===== config.mk =====
export PLATFORM = sky130hd
export DESIGN_NAME = pnlio_regs
export DESIGN_NICKNAME = d
export VERILOG_FILES = /design/src/design/pnlio_regs.v /design/src/design/pnlio_dac_shift.v
export VERILOG_INCLUDE_DIRS = /design/src /design/src/design
export SDC_FILE = /design/constraint.sdc
export NUM_CORES = 1
export LEC_CHECK = 0
export BUFFER_PORTS_ARGS = -buffer_cell sky130_fd_sc_hd__clkbuf_2
export CAP_MARGIN = 0
export CORE_ASPECT_RATIO = 1.75
export CORE_MARGIN = 4
export CORE_UTILIZATION = 55
export DETAILED_ROUTE_END_ITERATION = 6
export PLACE_DENSITY = 0.76
export SYNTH_ARGS = -nofsm -noshare
export SYNTH_HDL_FRONTEND = slang
export SYNTH_SLANG_ARGS = --single-unit

===== constraint.sdc =====
create_clock -name MCLK -period 3 [get_ports MCLK]
set_clock_uncertainty 0.15 [all_clocks]
set_input_delay 0.45 -clock MCLK [delete_from_list [all_inputs] [get_ports MCLK]]
set_output_delay 0.45 -clock MCLK [all_outputs]
set_load 0.01 [all_outputs]

===== src/design/pnlio_defs.vh =====
// Constants of the panel I/O register bank
`ifndef PNLIO_DEFS_VH
`define PNLIO_DEFS_VH
// Register word offsets on the local bus
`define PNLIO_OFS_REV    3'h0
`define PNLIO_OFS_STAT   3'h1
`define PNLIO_OFS_CTRL   3'h2
`define PNLIO_OFS_TONE   3'h3
`define PNLIO_OFS_KEYS   3'h4
`define PNLIO_OFS_DAC    3'h5
// Field layout of the tone duration register
`define PNLIO_TONE_CONT  15
`define PNLIO_TONE_MSB   14
// Timing
`define PNLIO_CLK_HZ     10000000
`define PNLIO_TONE_HZ    4000
`define PNLIO_TICK_HZ    1000
`define PNLIO_SCLK_DIV   8'h04
// Control reset value, revision code and DAC frame bit count
`define PNLIO_CTRL_RST   16'h0000
`define PNLIO_REV_VAL    16'h0101
`define PNLIO_DAC_BITS   5'h10
`endif


===== src/design/pnlio_regs.v =====
// Panel I/O register bank: revision, status, control, tone, keypad, DAC
`timescale 1ns/1ns
`include "pnlio_defs.vh"
// Operation
// Speaker output carries a 4 kHz square wave while a tone is active.
// A 16-bit write to the tone register starts the tone.
// Bit 15 set keeps the tone on continuously, never timing out.
// Tone register writes are always accepted, even mid-tone.
// A larger value written mid-tone lengthens the tone.
// A smaller value written mid-tone shortens the tone.
// Keypad register shows high row and column lines of pressed keys.
// Several pressed keys show as the OR of their patterns.
// A 16-bit register returns the logic revision.
// Status register is read only; writes do not change it.
// Control register is write only; reads do not return it.
// Display settings are shifted into the serial DAC as 16 bits.
// Host puts channel 11 for contrast, 12 for backlight into the word.
// Configuration comes from the host or a local serial PROM. Here only host writes set it; there is no PROM port.
// Host-side logic steers the data bus buffer enable and direction. This block drives no buffer enable or direction pin.
// Low fifteen bits count down in milliseconds; zero silences speaker.
module pnlio_regs #(
   parameter KEY_W    = 16,
   parameter REV_CODE = `PNLIO_REV_VAL   // Arbitrary revision value
) (
   // Clock and reset
   input wire              MCLK,
   input wire              RESETN,
   // Processor bus
   input wire              CS,
   input wire              WR,
   input wire              RD,
   input wire [2:0]        ADDR,
   input wire [15:0]       WDATA,
   output reg [15:0]       RDATA,
   // Keypad lines
   input wire [KEY_W-1:0]  KEYS,
   // Speaker
   output reg              SPEAKER,
   // Control register outputs
   output reg [15:0]       CTRL_OUT,
   // Shared audio serial bus to the DAC
   output reg              SHARED_AUDIO_SERIAL_BUS_SCLK,
   output reg              SHARED_AUDIO_SERIAL_BUS_SDAT,
   output reg              SHARED_AUDIO_SERIAL_BUS_SYNC_N
);
   // Cycle counts derived from the clock rate
   localparam integer HALF_TONE = `PNLIO_CLK_HZ / (2 * `PNLIO_TONE_HZ);
   localparam integer MS_CNT    = `PNLIO_CLK_HZ / `PNLIO_TICK_HZ;

   // Tone state machine
   localparam ST_IDLE = 2'b00;
   localparam ST_TIME = 2'b01;
   localparam ST_CONT = 2'b10;

   // Tone timing state
   reg [1:0]        st_q;
   reg [14:0]       dur_q;
   reg [15:0]       half_q;
   reg [15:0]       ms_q;
   reg              sq_q;

   // Keypad sample and DAC word capture
   reg [KEY_W-1:0]  keys_q;
   reg              dac_ld_q;
   reg [15:0]       dac_w_q;

   // Serial shifter outputs
   wire             dac_busy;
   wire             dac_sclk;
   wire             dac_sdat;
   wire             dac_sync_n;

   // Decoded strobes and status
   wire             wr_tone;
   wire             wr_ctrl;
   wire             wr_dac;
   wire             ms_tick;
   wire             tone_on;
   wire             tone_cont;
   wire [15:0]      stat_w;

   // Next values of the registers above
   reg [1:0]        st_d;
   reg [14:0]       dur_d;
   reg [15:0]       half_d;
   reg [15:0]       ms_d;
   reg              sq_d;
   reg              spk_d;
   reg [KEY_W-1:0]  keys_d;
   reg              dac_ld_d;
   reg [15:0]       dac_w_d;
   reg [15:0]       ctrl_d;
   reg [15:0]       rdata_d;

   // Write strobe decode
   function is_wr;
      input [2:0] a;
      input [2:0] ofs;
      begin
         is_wr = CS && WR && (a == ofs);
      end
   endfunction

   // Register write strobes
   assign wr_tone = is_wr(ADDR, `PNLIO_OFS_TONE);
   assign wr_ctrl = is_wr(ADDR, `PNLIO_OFS_CTRL);
   assign wr_dac  = is_wr(ADDR, `PNLIO_OFS_DAC);

   // Last cycle of each millisecond of tone time
   assign ms_tick = (ms_q == MS_CNT - 1);

   // Tone state as seen by the host and the speaker pin
   assign tone_on   = (st_q != ST_IDLE);
   assign tone_cont = (st_q == ST_CONT);

   // Status bits: tone state and DAC shifter busy
   assign stat_w = {13'h0000, dac_busy, tone_cont, tone_on};

   // Tone next state; a write always reloads the duration
   always @* begin
      st_d  = st_q;
      dur_d = dur_q;
      if (wr_tone) begin
         dur_d = WDATA[`PNLIO_TONE_MSB:0];
         if (WDATA[`PNLIO_TONE_CONT])
            st_d = ST_CONT;
         else if (WDATA[`PNLIO_TONE_MSB:0] != 15'h0000)
            st_d = ST_TIME;
         else
            st_d = ST_IDLE;
      end else begin
         case (st_q)
            ST_TIME: begin
               if (ms_tick) begin
                  if (dur_q == 15'h0001)
                     st_d = ST_IDLE;
                  dur_d = dur_q - 15'h0001;
               end
            end
            ST_CONT: st_d = ST_CONT;
            ST_IDLE: st_d = ST_IDLE;
            default: st_d = ST_IDLE;
         endcase
      end
   end

   // Tone state registers
   always @(posedge MCLK or negedge RESETN) begin
      if (!RESETN) begin
         st_q  <= ST_IDLE;
         dur_q <= 15'h0000;
      end else begin
         st_q  <= st_d;
         dur_q <= dur_d;
      end
   end

   // Millisecond divider next value, restarted by each tone write
   always @* begin
      if (wr_tone || ms_tick || st_q != ST_TIME)
         ms_d = 16'h0000;
      else
         ms_d = ms_q + 16'h0001;
   end

   // Millisecond divider register
   always @(posedge MCLK or negedge RESETN) begin
      if (!RESETN)
         ms_q <= 16'h0000;
      else
         ms_q <= ms_d;
   end

   // 4 kHz square wave next state, parked low while idle
   always @* begin
      half_d = half_q + 16'h0001;
      sq_d   = sq_q;
      if (!tone_on) begin
         half_d = 16'h0000;
         sq_d   = 1'b0;
      end else if (half_q == HALF_TONE - 1) begin
         half_d = 16'h0000;
         sq_d   = ~sq_q;
      end
   end

   // Square wave registers
   always @(posedge MCLK or negedge RESETN) begin
      if (!RESETN) begin
         half_q <= 16'h0000;
         sq_q   <= 1'b0;
      end else begin
         half_q <= half_d;
         sq_q   <= sq_d;
      end
   end

   // Speaker level, silent when idle
   always @* begin
      spk_d = sq_q && tone_on;
   end

   // Speaker pin from a flop
   always @(posedge MCLK or negedge RESETN) begin
      if (!RESETN)
         SPEAKER <= 1'b0;
      else
         SPEAKER <= spk_d;
   end

   // Keypad lines already carry the OR of all pressed keys
   always @* begin
      keys_d = KEYS;
   end

   // Keypad sample register
   always @(posedge MCLK or negedge RESETN) begin
      if (!RESETN)
         keys_q <= {KEY_W{1'b0}};
      else
         keys_q <= keys_d;
   end

   // Write-only control register next value
   always @* begin
      ctrl_d = CTRL_OUT;
      if (wr_ctrl)
         ctrl_d = WDATA;
   end

   // Control register, driven straight to its pins
   always @(posedge MCLK or negedge RESETN) begin
      if (!RESETN)
         CTRL_OUT <= `PNLIO_CTRL_RST;
      else
         CTRL_OUT <= ctrl_d;
   end

   // DAC word capture; a write while busy is held until the shifter frees
   always @* begin
      dac_ld_d = dac_ld_q;
      dac_w_d  = dac_w_q;
      if (wr_dac) begin
         dac_ld_d = 1'b1;
         dac_w_d  = WDATA;
      end else if (!dac_busy) begin
         dac_ld_d = 1'b0;
      end
   end

   // DAC load request and word registers
   always @(posedge MCLK or negedge RESETN) begin
      if (!RESETN) begin
         dac_ld_q <= 1'b0;
         dac_w_q  <= 16'h0000;
      end else begin
         dac_ld_q <= dac_ld_d;
         dac_w_q  <= dac_w_d;
      end
   end

   // Read mux; the status register ignores writes, control reads zero
   always @* begin
      rdata_d = RDATA;
      if (CS && RD) begin
         case (ADDR)
            `PNLIO_OFS_REV:  rdata_d = REV_CODE[15:0];
            `PNLIO_OFS_STAT: rdata_d = stat_w;
            `PNLIO_OFS_KEYS: rdata_d = keys_q;
            default:         rdata_d = 16'h0000;
         endcase
      end
   end

   // Read data register, held until the next read
   always @(posedge MCLK or negedge RESETN) begin
      if (!RESETN)
         RDATA <= 16'h0000;
      else
         RDATA <= rdata_d;
   end

   // Serial DAC loader
   pnlio_dac_shift u_dac (
      .clk    (MCLK),
      .rst_n  (RESETN),
      .load   (dac_ld_q),
      .word   (dac_w_q),
      .busy   (dac_busy),
      .sclk   (dac_sclk),
      .sdat   (dac_sdat),
      .sync_n (dac_sync_n)
   );

   // Serial pins retimed through output flops
   always @(posedge MCLK or negedge RESETN) begin
      if (!RESETN) begin
         SHARED_AUDIO_SERIAL_BUS_SCLK   <= 1'b0;
         SHARED_AUDIO_SERIAL_BUS_SDAT   <= 1'b0;
         SHARED_AUDIO_SERIAL_BUS_SYNC_N <= 1'b1;
      end else begin
         SHARED_AUDIO_SERIAL_BUS_SCLK   <= dac_sclk;
         SHARED_AUDIO_SERIAL_BUS_SDAT   <= dac_sdat;
         SHARED_AUDIO_SERIAL_BUS_SYNC_N <= dac_sync_n;
      end
   end
endmodule


===== src/design/pnlio_dac_shift.v =====
// Serial shifter that loads a 16-bit word into the display DAC
`timescale 1ns/1ns
`include "pnlio_defs.vh"
module pnlio_dac_shift (
   // Clock and reset
   input wire        clk,
   input wire        rst_n,
   // Load request
   input wire        load,
   input wire [15:0] word,
   output reg        busy,
   // Serial lines
   output reg        sclk,
   output reg        sdat,
   output reg        sync_n
);
   reg [15:0] sh_q;
   reg [4:0]  cnt_q;
   reg [7:0]  div_q;
   wire       tick;

   // Half-bit enable pulse from the divider
   assign tick = (div_q == `PNLIO_SCLK_DIV);

   // Divider runs only while shifting
   always @(posedge clk or negedge rst_n) begin
      if (!rst_n)
         div_q <= 8'h00;
      else if (!busy || tick)
         div_q <= 8'h00;
      else
         div_q <= div_q + 8'h01;
   end

   // Shift MSB first, data changes on the falling edge of sclk
   always @(posedge clk or negedge rst_n) begin
      if (!rst_n) begin
         sh_q   <= 16'h0000;
         cnt_q  <= 5'h00;
         busy   <= 1'b0;
         sclk   <= 1'b0;
         sdat   <= 1'b0;
         sync_n <= 1'b1;
      end else if (!busy) begin
         sclk <= 1'b0;
         if (load) begin
            sh_q   <= {word[14:0], 1'b0};
            sdat   <= word[15];
            cnt_q  <= 5'h00;
            busy   <= 1'b1;
            sync_n <= 1'b0;
         end
      end else if (tick) begin
         sclk <= ~sclk;
         if (sclk) begin
            if (cnt_q == `PNLIO_DAC_BITS - 5'h01) begin
               busy   <= 1'b0;
               sync_n <= 1'b1;
            end else begin
               sdat  <= sh_q[15];
               sh_q  <= {sh_q[14:0], 1'b0};
            end
            cnt_q <= cnt_q + 5'h01;
         end
      end
   end
endmodule


Yosys cells after proc, flatten, opt, wreduce, memory -nomap -nowiden
Cells that the tools add are included.
Operators by class
  reductions and logical operators: 21
  eq/ne operators: 21
  muxes and demuxes: 44
  add/subtract/negate cells: 5
  bitwise operators: 2
Operators with widths (number)
  2-to-1 mux 16 bit: 8
  case mux 16 bit (3 select lines): 1
  2-to-1 mux 15 bit: 3
  adder 16 x 1 -> 16 bit, second input constant: 2
  2-to-1 mux 1 bit: 22
  2-to-1 mux 5 bit: 4
  equality test 16 x 11 -> 1 bit, second input constant: 1
  equality test 16 x 14 -> 1 bit, second input constant: 1
  equality test 15 x 1 -> 1 bit, second input constant: 1
  nonzero test 15 bit: 1
  subtractor 15 x 1 -> 15 bit, second input constant: 1
  inequality test 2 bit, second input constant: 5
  adder 8 x 1 -> 8 bit, second input constant: 1
  equality test 8 x 3 -> 1 bit, second input constant: 1
  2-to-1 mux 2 bit: 4
  2-to-1 mux 8 bit: 1
  AND reduction 4 bit: 2
  nonzero test 2 bit: 4
  equality test 3 x 2 -> 1 bit, second input constant: 2
  equality test 3 bit, second input constant: 2
  logical AND 1 bit: 6
  inequality test 3 bit, second input constant: 2
  adder 5 x 1 -> 5 bit, second input constant: 1
  equality test 5 x 4 -> 1 bit, second input constant: 1
  other kinds (11): 16
Storage, ports and cells
  bits of input ports: 40
  register bits after elaboration: 152
  word-level logic and storage cells: 114

Logic depth before layout (Yosys ltp)
  depth after elaboration: 5
  depth in mapped cells: 8
  depth with buffers taken out: 7

Hierarchy
From an unflattened synthesis, not the netlist that was laid out.
Second synthesis, totals
  cells, all modules: 590
  area total of the unflattened synthesis: 6585.1 um2
By module, submodules not included
  pnlio_regs: cells each 426, sequential area each 2979.1 um2, area an instance 4966.0 um2, times used 1
  pnlio_dac_shift: cells each 164, sequential area each 802.0 um2, area an instance 1619.1 um2, times used 1

Least setup slack after synthesis
Ideal clock, no wire load.
  kind: register to register
  start point: reg u_dac.div_q[4]
  end point: reg u_dac.cnt_q[1]
  data required time: 2723 ps
  clock period less this slack: 2162 ps
  arrival time: 1885 ps
  slack: 838 ps
  setup time: 127 ps
  cell stages (with the launch flop): 6
  cells stage by stage: dfrtp_1 or4_4 nor4_4 mux2_2 nand2_1 o21ai_2
Between the ends
  cells in the longest elaborated chain, start to end: 3
Ends and longest elaborated chain
  start: declaration: RTL line pnlio_dac_shift.v:19  | reg [7:0] div_q;
  start signal: assignment: RTL line pnlio_dac_shift.v:32  | div_q <= div_q + 8'h01;
  equality test 8 x 3 -> 1 bit (no line)
  inequality test 2 bit (no line)
  AND reduction 3 bit (no line)
  end signal: assignment: RTL line pnlio_dac_shift.v:63  | cnt_q <= cnt_q + 5'h01;
  end: declaration: RTL line pnlio_dac_shift.v:18  | reg [4:0] cnt_q;
No other way between the ends.
A chain may end at the register's enable or synchronous reset.

Worst setup path after layout
  start point: reg ms_q[12]
  end point: reg dur_q[1]
Between the ends
  cells in the longest elaborated chain, start to end: 3
Ends and longest elaborated chain
  start: declaration: RTL line pnlio_regs.v:59  | reg [15:0] ms_q;
  start signal: assignment: RTL line pnlio_regs.v:171  | ms_q <= ms_d;
  equality test 16 x 14 -> 1 bit: RTL line pnlio_regs.v:110  | assign ms_tick = (ms_q == MS_CNT - 1);
  nonzero test 2 bit (no line)
  AND reduction 2 bit (no line)
  end signal: assignment: RTL line pnlio_regs.v:154  | dur_q <= dur_d;
  end: declaration: RTL line pnlio_regs.v:57  | reg [14:0] dur_q;
No other way between the ends.

==> metrics.cfg <==
[outcome]
run_status = complete, no violations

[critical_path]
cp.arrival_ns = 2.48
largest_fanout_of_any_net_on_the_critical_path = 11
worstSetupEndpointType = flip-flop
timing.critical_path.required_ns = 3.15
critPathLaunchType = flip-flop
top_cell_family_by_delay_on_the_critical_path = simple AND/OR/NAND/NOR gates
critical_path.slowest_cell = sky130_fd_sc_hd__and3_1
crit_chain = nor4_1 > and3_1 > nor3b_1 > mux2i_1 > mux2_2
worst-path-buf-inv = 0
path_class = flip-flop to flip-flop
critical-path-max-stage-delay_ns = 0.43

[die]
num_io_pins = 76
initial_core_util_pct = 56.7
dieWidth_um = 90.8
fp.coreArea_um2 = 11600
total_die_area_um2 = 13900
rows = 52
die_h_um = 153

[finish]
n_antenna_cell = 0
finalNonFillerCells = 820
synthToLayoutAreaGrowth_pct = 19.2
finish.instance_area_um2 = 7870
drive_gt1_share_pct = 25.3
design.final.nets = 721

[global_route]
grt_pass1_vias = 4989
grt_util_all_layers_pct = 21.1
grt_overflow = 0
initial_antenna_violation_count = 0
grt_start_max_net_pins = 79
grt_first_pass_wirelength_mm = 23.5

[clocking]
clkSlewWorstSetupHoldPaths_ns = 0.07
clockRootBuffer = sky130_fd_sc_hd__clkbuf_16
cts_max_level = 4
cts_made_buffers = 17
cts_resized = 0
clock_path_buffers = 2
clock_sink_count = 151
clk-insertion-delay-late_ns = 0.42
tritoncts = done

[timing]
finalCriticalPeriod_ns = 2.33
fin_setup_tns_ns = 0
timing.max_slew.rel_slack_pct = 11.6
layout_setup_ws_ns = 0.671
hold_viol_final = 0
finalSetupViolations = 0
period_share_pct = 77.6
grt_setup_unrepaired = false
tightest_slew_ns = 1.32
maxClockFrequency_mhz = 429
drv_slew = 0

[logic_synthesis]
synth_top_cells_by_count = sky130_fd_sc_hd__dfrtp_1, sky130_fd_sc_hd__nor2_1, sky130_fd_sc_hd__nand2_1
synth.distinct_cells = 50
ys_warn_count = 0
asyncSetResetFlopFracSynth_pct = 100
synthesis.area_per_instance_um2 = 11.5
netlist_top_cells_area = sky130_fd_sc_hd__dfrtp_1, sky130_fd_sc_hd__mux2_2, sky130_fd_sc_hd__xor2_1
synthesis.instances = 575
synth.yosys.seq_area_share_pct = 57.3
synth_enable_flop_cells = 0
synthesis.area_um2 = 6600
synth_nets = 624
post-synth-top-count-cell = sky130_fd_sc_hd__dfrtp_1
synth_seq_cells = 151
yosys.area.top_type_share_pct = 56.5
synthDominantAreaCellType = sky130_fd_sc_hd__dfrtp_1
synth_top_flop_cell = sky130_fd_sc_hd__dfrtp_1

[placed_design]
gp_congestion = 0.795
preCtsSetupSlack_ns = 0.678
placedCellCount = 771
port_buffers = 75
detailedPlacementHpwl_mm = 9.75
post_placement_cell_area_um2 = 7130

[detailed_routing]
drt_drc_violations_left = 0
number_of_optimization_iterations_in_the_first_detailed_route_pass = 4
num_vias = 4626
drt-vias-per-instance = 5.64
routed_wl_mm = 13.8
route.antenna.remaining_nets = 0
initialDrtViolationCount = 167
wl_per_cell_um = 16.9

[pwr]
maximum_vdd_ir_drop_mv = 0.482
post-layout-total-power_uw = 5580
power.static_leakage_uw = 0.00365
power-per-cell-area_nw_per_um2 = 709

[min_path]
worst_hold_class = input pin to flip-flop

[job]
max_cap_viol_count = 0

[sequential cells by signal, summed over array words and instances, names as in the netlist, 2 cells and up]
| register | count |
|---|---|
| CTRL_OUT | 16 |
| RDATA | 16 |
| dac_w_q | 16 |
| half_q | 16 |
| keys_q | 16 |
| ms_q | 16 |
| dur_q | 15 |
| u_dac.sh_q | 15 |
| u_dac.div_q | 8 |
| u_dac.cnt_q | 5 |
| st_q | 2 |
[layer usage]
layer	share of wire, %	vias to the layer above	track usage, %
li1	-	2191	-
met1	38	2313	22.9
met2	56	92	39.4
met3	2.8	30	4.53
met4	2.9	0	8.85
met5	0	-	0
[report_power, final]
group          internal, µW  switching (µW)
clock                  1110             937
combinational           420             482
sequential             2370             269
[worst reg2reg max path: stages (launching register included)]
cell and delay [ns]:
sky130_fd_sc_hd__dfrtp_1 0.42, sky130_fd_sc_hd__nor4_1 0.39, sky130_fd_sc_hd__and3_1 0.43, sky130_fd_sc_hd__nor3b_1 0.42
sky130_fd_sc_hd__mux2i_1 0.13, sky130_fd_sc_hd__mux2_2 0.27
[cell usage in the layout (no fill, tap or decap), drive strengths merged, types with 9 or more instances in the layout]
cell type,instances
nor4,11
mux2,35
dlygate4sd3,17
xnor2,26
a22o,13
dfrtp,149
buf,11
o21ai,33
mux2i,16
xor2,27
nand2,53
nor3,11
nand4,15
nand3,15
clkbuf,91
inv,25
ha,9
nor2,60
[metrics by stage]
stage,hold slack [ns],utilization (%)
floorplan,0.00441,-
global placement,0.222,61.2
detailed placement,0.214,61.2
CTS,0.147,67.6
global route,0.167,67.6
finish,0.157,67.6
[layout make-up]
cell class	count	area [µm²]
clock buffer	17	425
clock inverter	15	150
fill	871	3770
inverter	15	56.3
multi-input combinational	385	2650
sequential	151	3780
tap	135	169
timing repair buffer	102	639
[path summary, 6_finish.rpt]
path	endpoint	slack, ns	from	cells after the start
worst max register to register	dur_q[1]	0.67	ms_q[12]	5
worst min-delay path	dur_q[10]	0.16	WDATA[10]	3
max in group asynchronous	half_q[13]	1.45	RESETN	3
worst min register to register	SHARED_AUDIO_SERIAL_BUS_SYNC_N	0.23	u_dac.sync_n	0
worst max-delay path	dur_q[1]	0.67	ms_q[12]	5
min in group asynchronous	CTRL_OUT[9]	0.48	RESETN	2
[repair_timing]
action / 4_1_cts / 5_1_grt
hold buffers: 17 / 0
hold endpoints to repair: 91 / 0
setup buffers: 0 / 0
[cells by family (layout without fill, tap and decap cells)]
family                   after synthesis  count (layout)  synth area share [%]
AO/OA/AOI/OAI                         65              65                  7.11
XOR/XNOR                              53              53                  7.03
adder cells (fa/ha/maj)                9               9                  1.71
buffers and inverters                 39             149                  2.62
flip-flops                           151             151                  57.3
multiplexers                          51              51                  8.40
AND/OR/NAND/NOR                      207             207                  15.9
No activity file was read; power rests on OpenSTA's default activity.
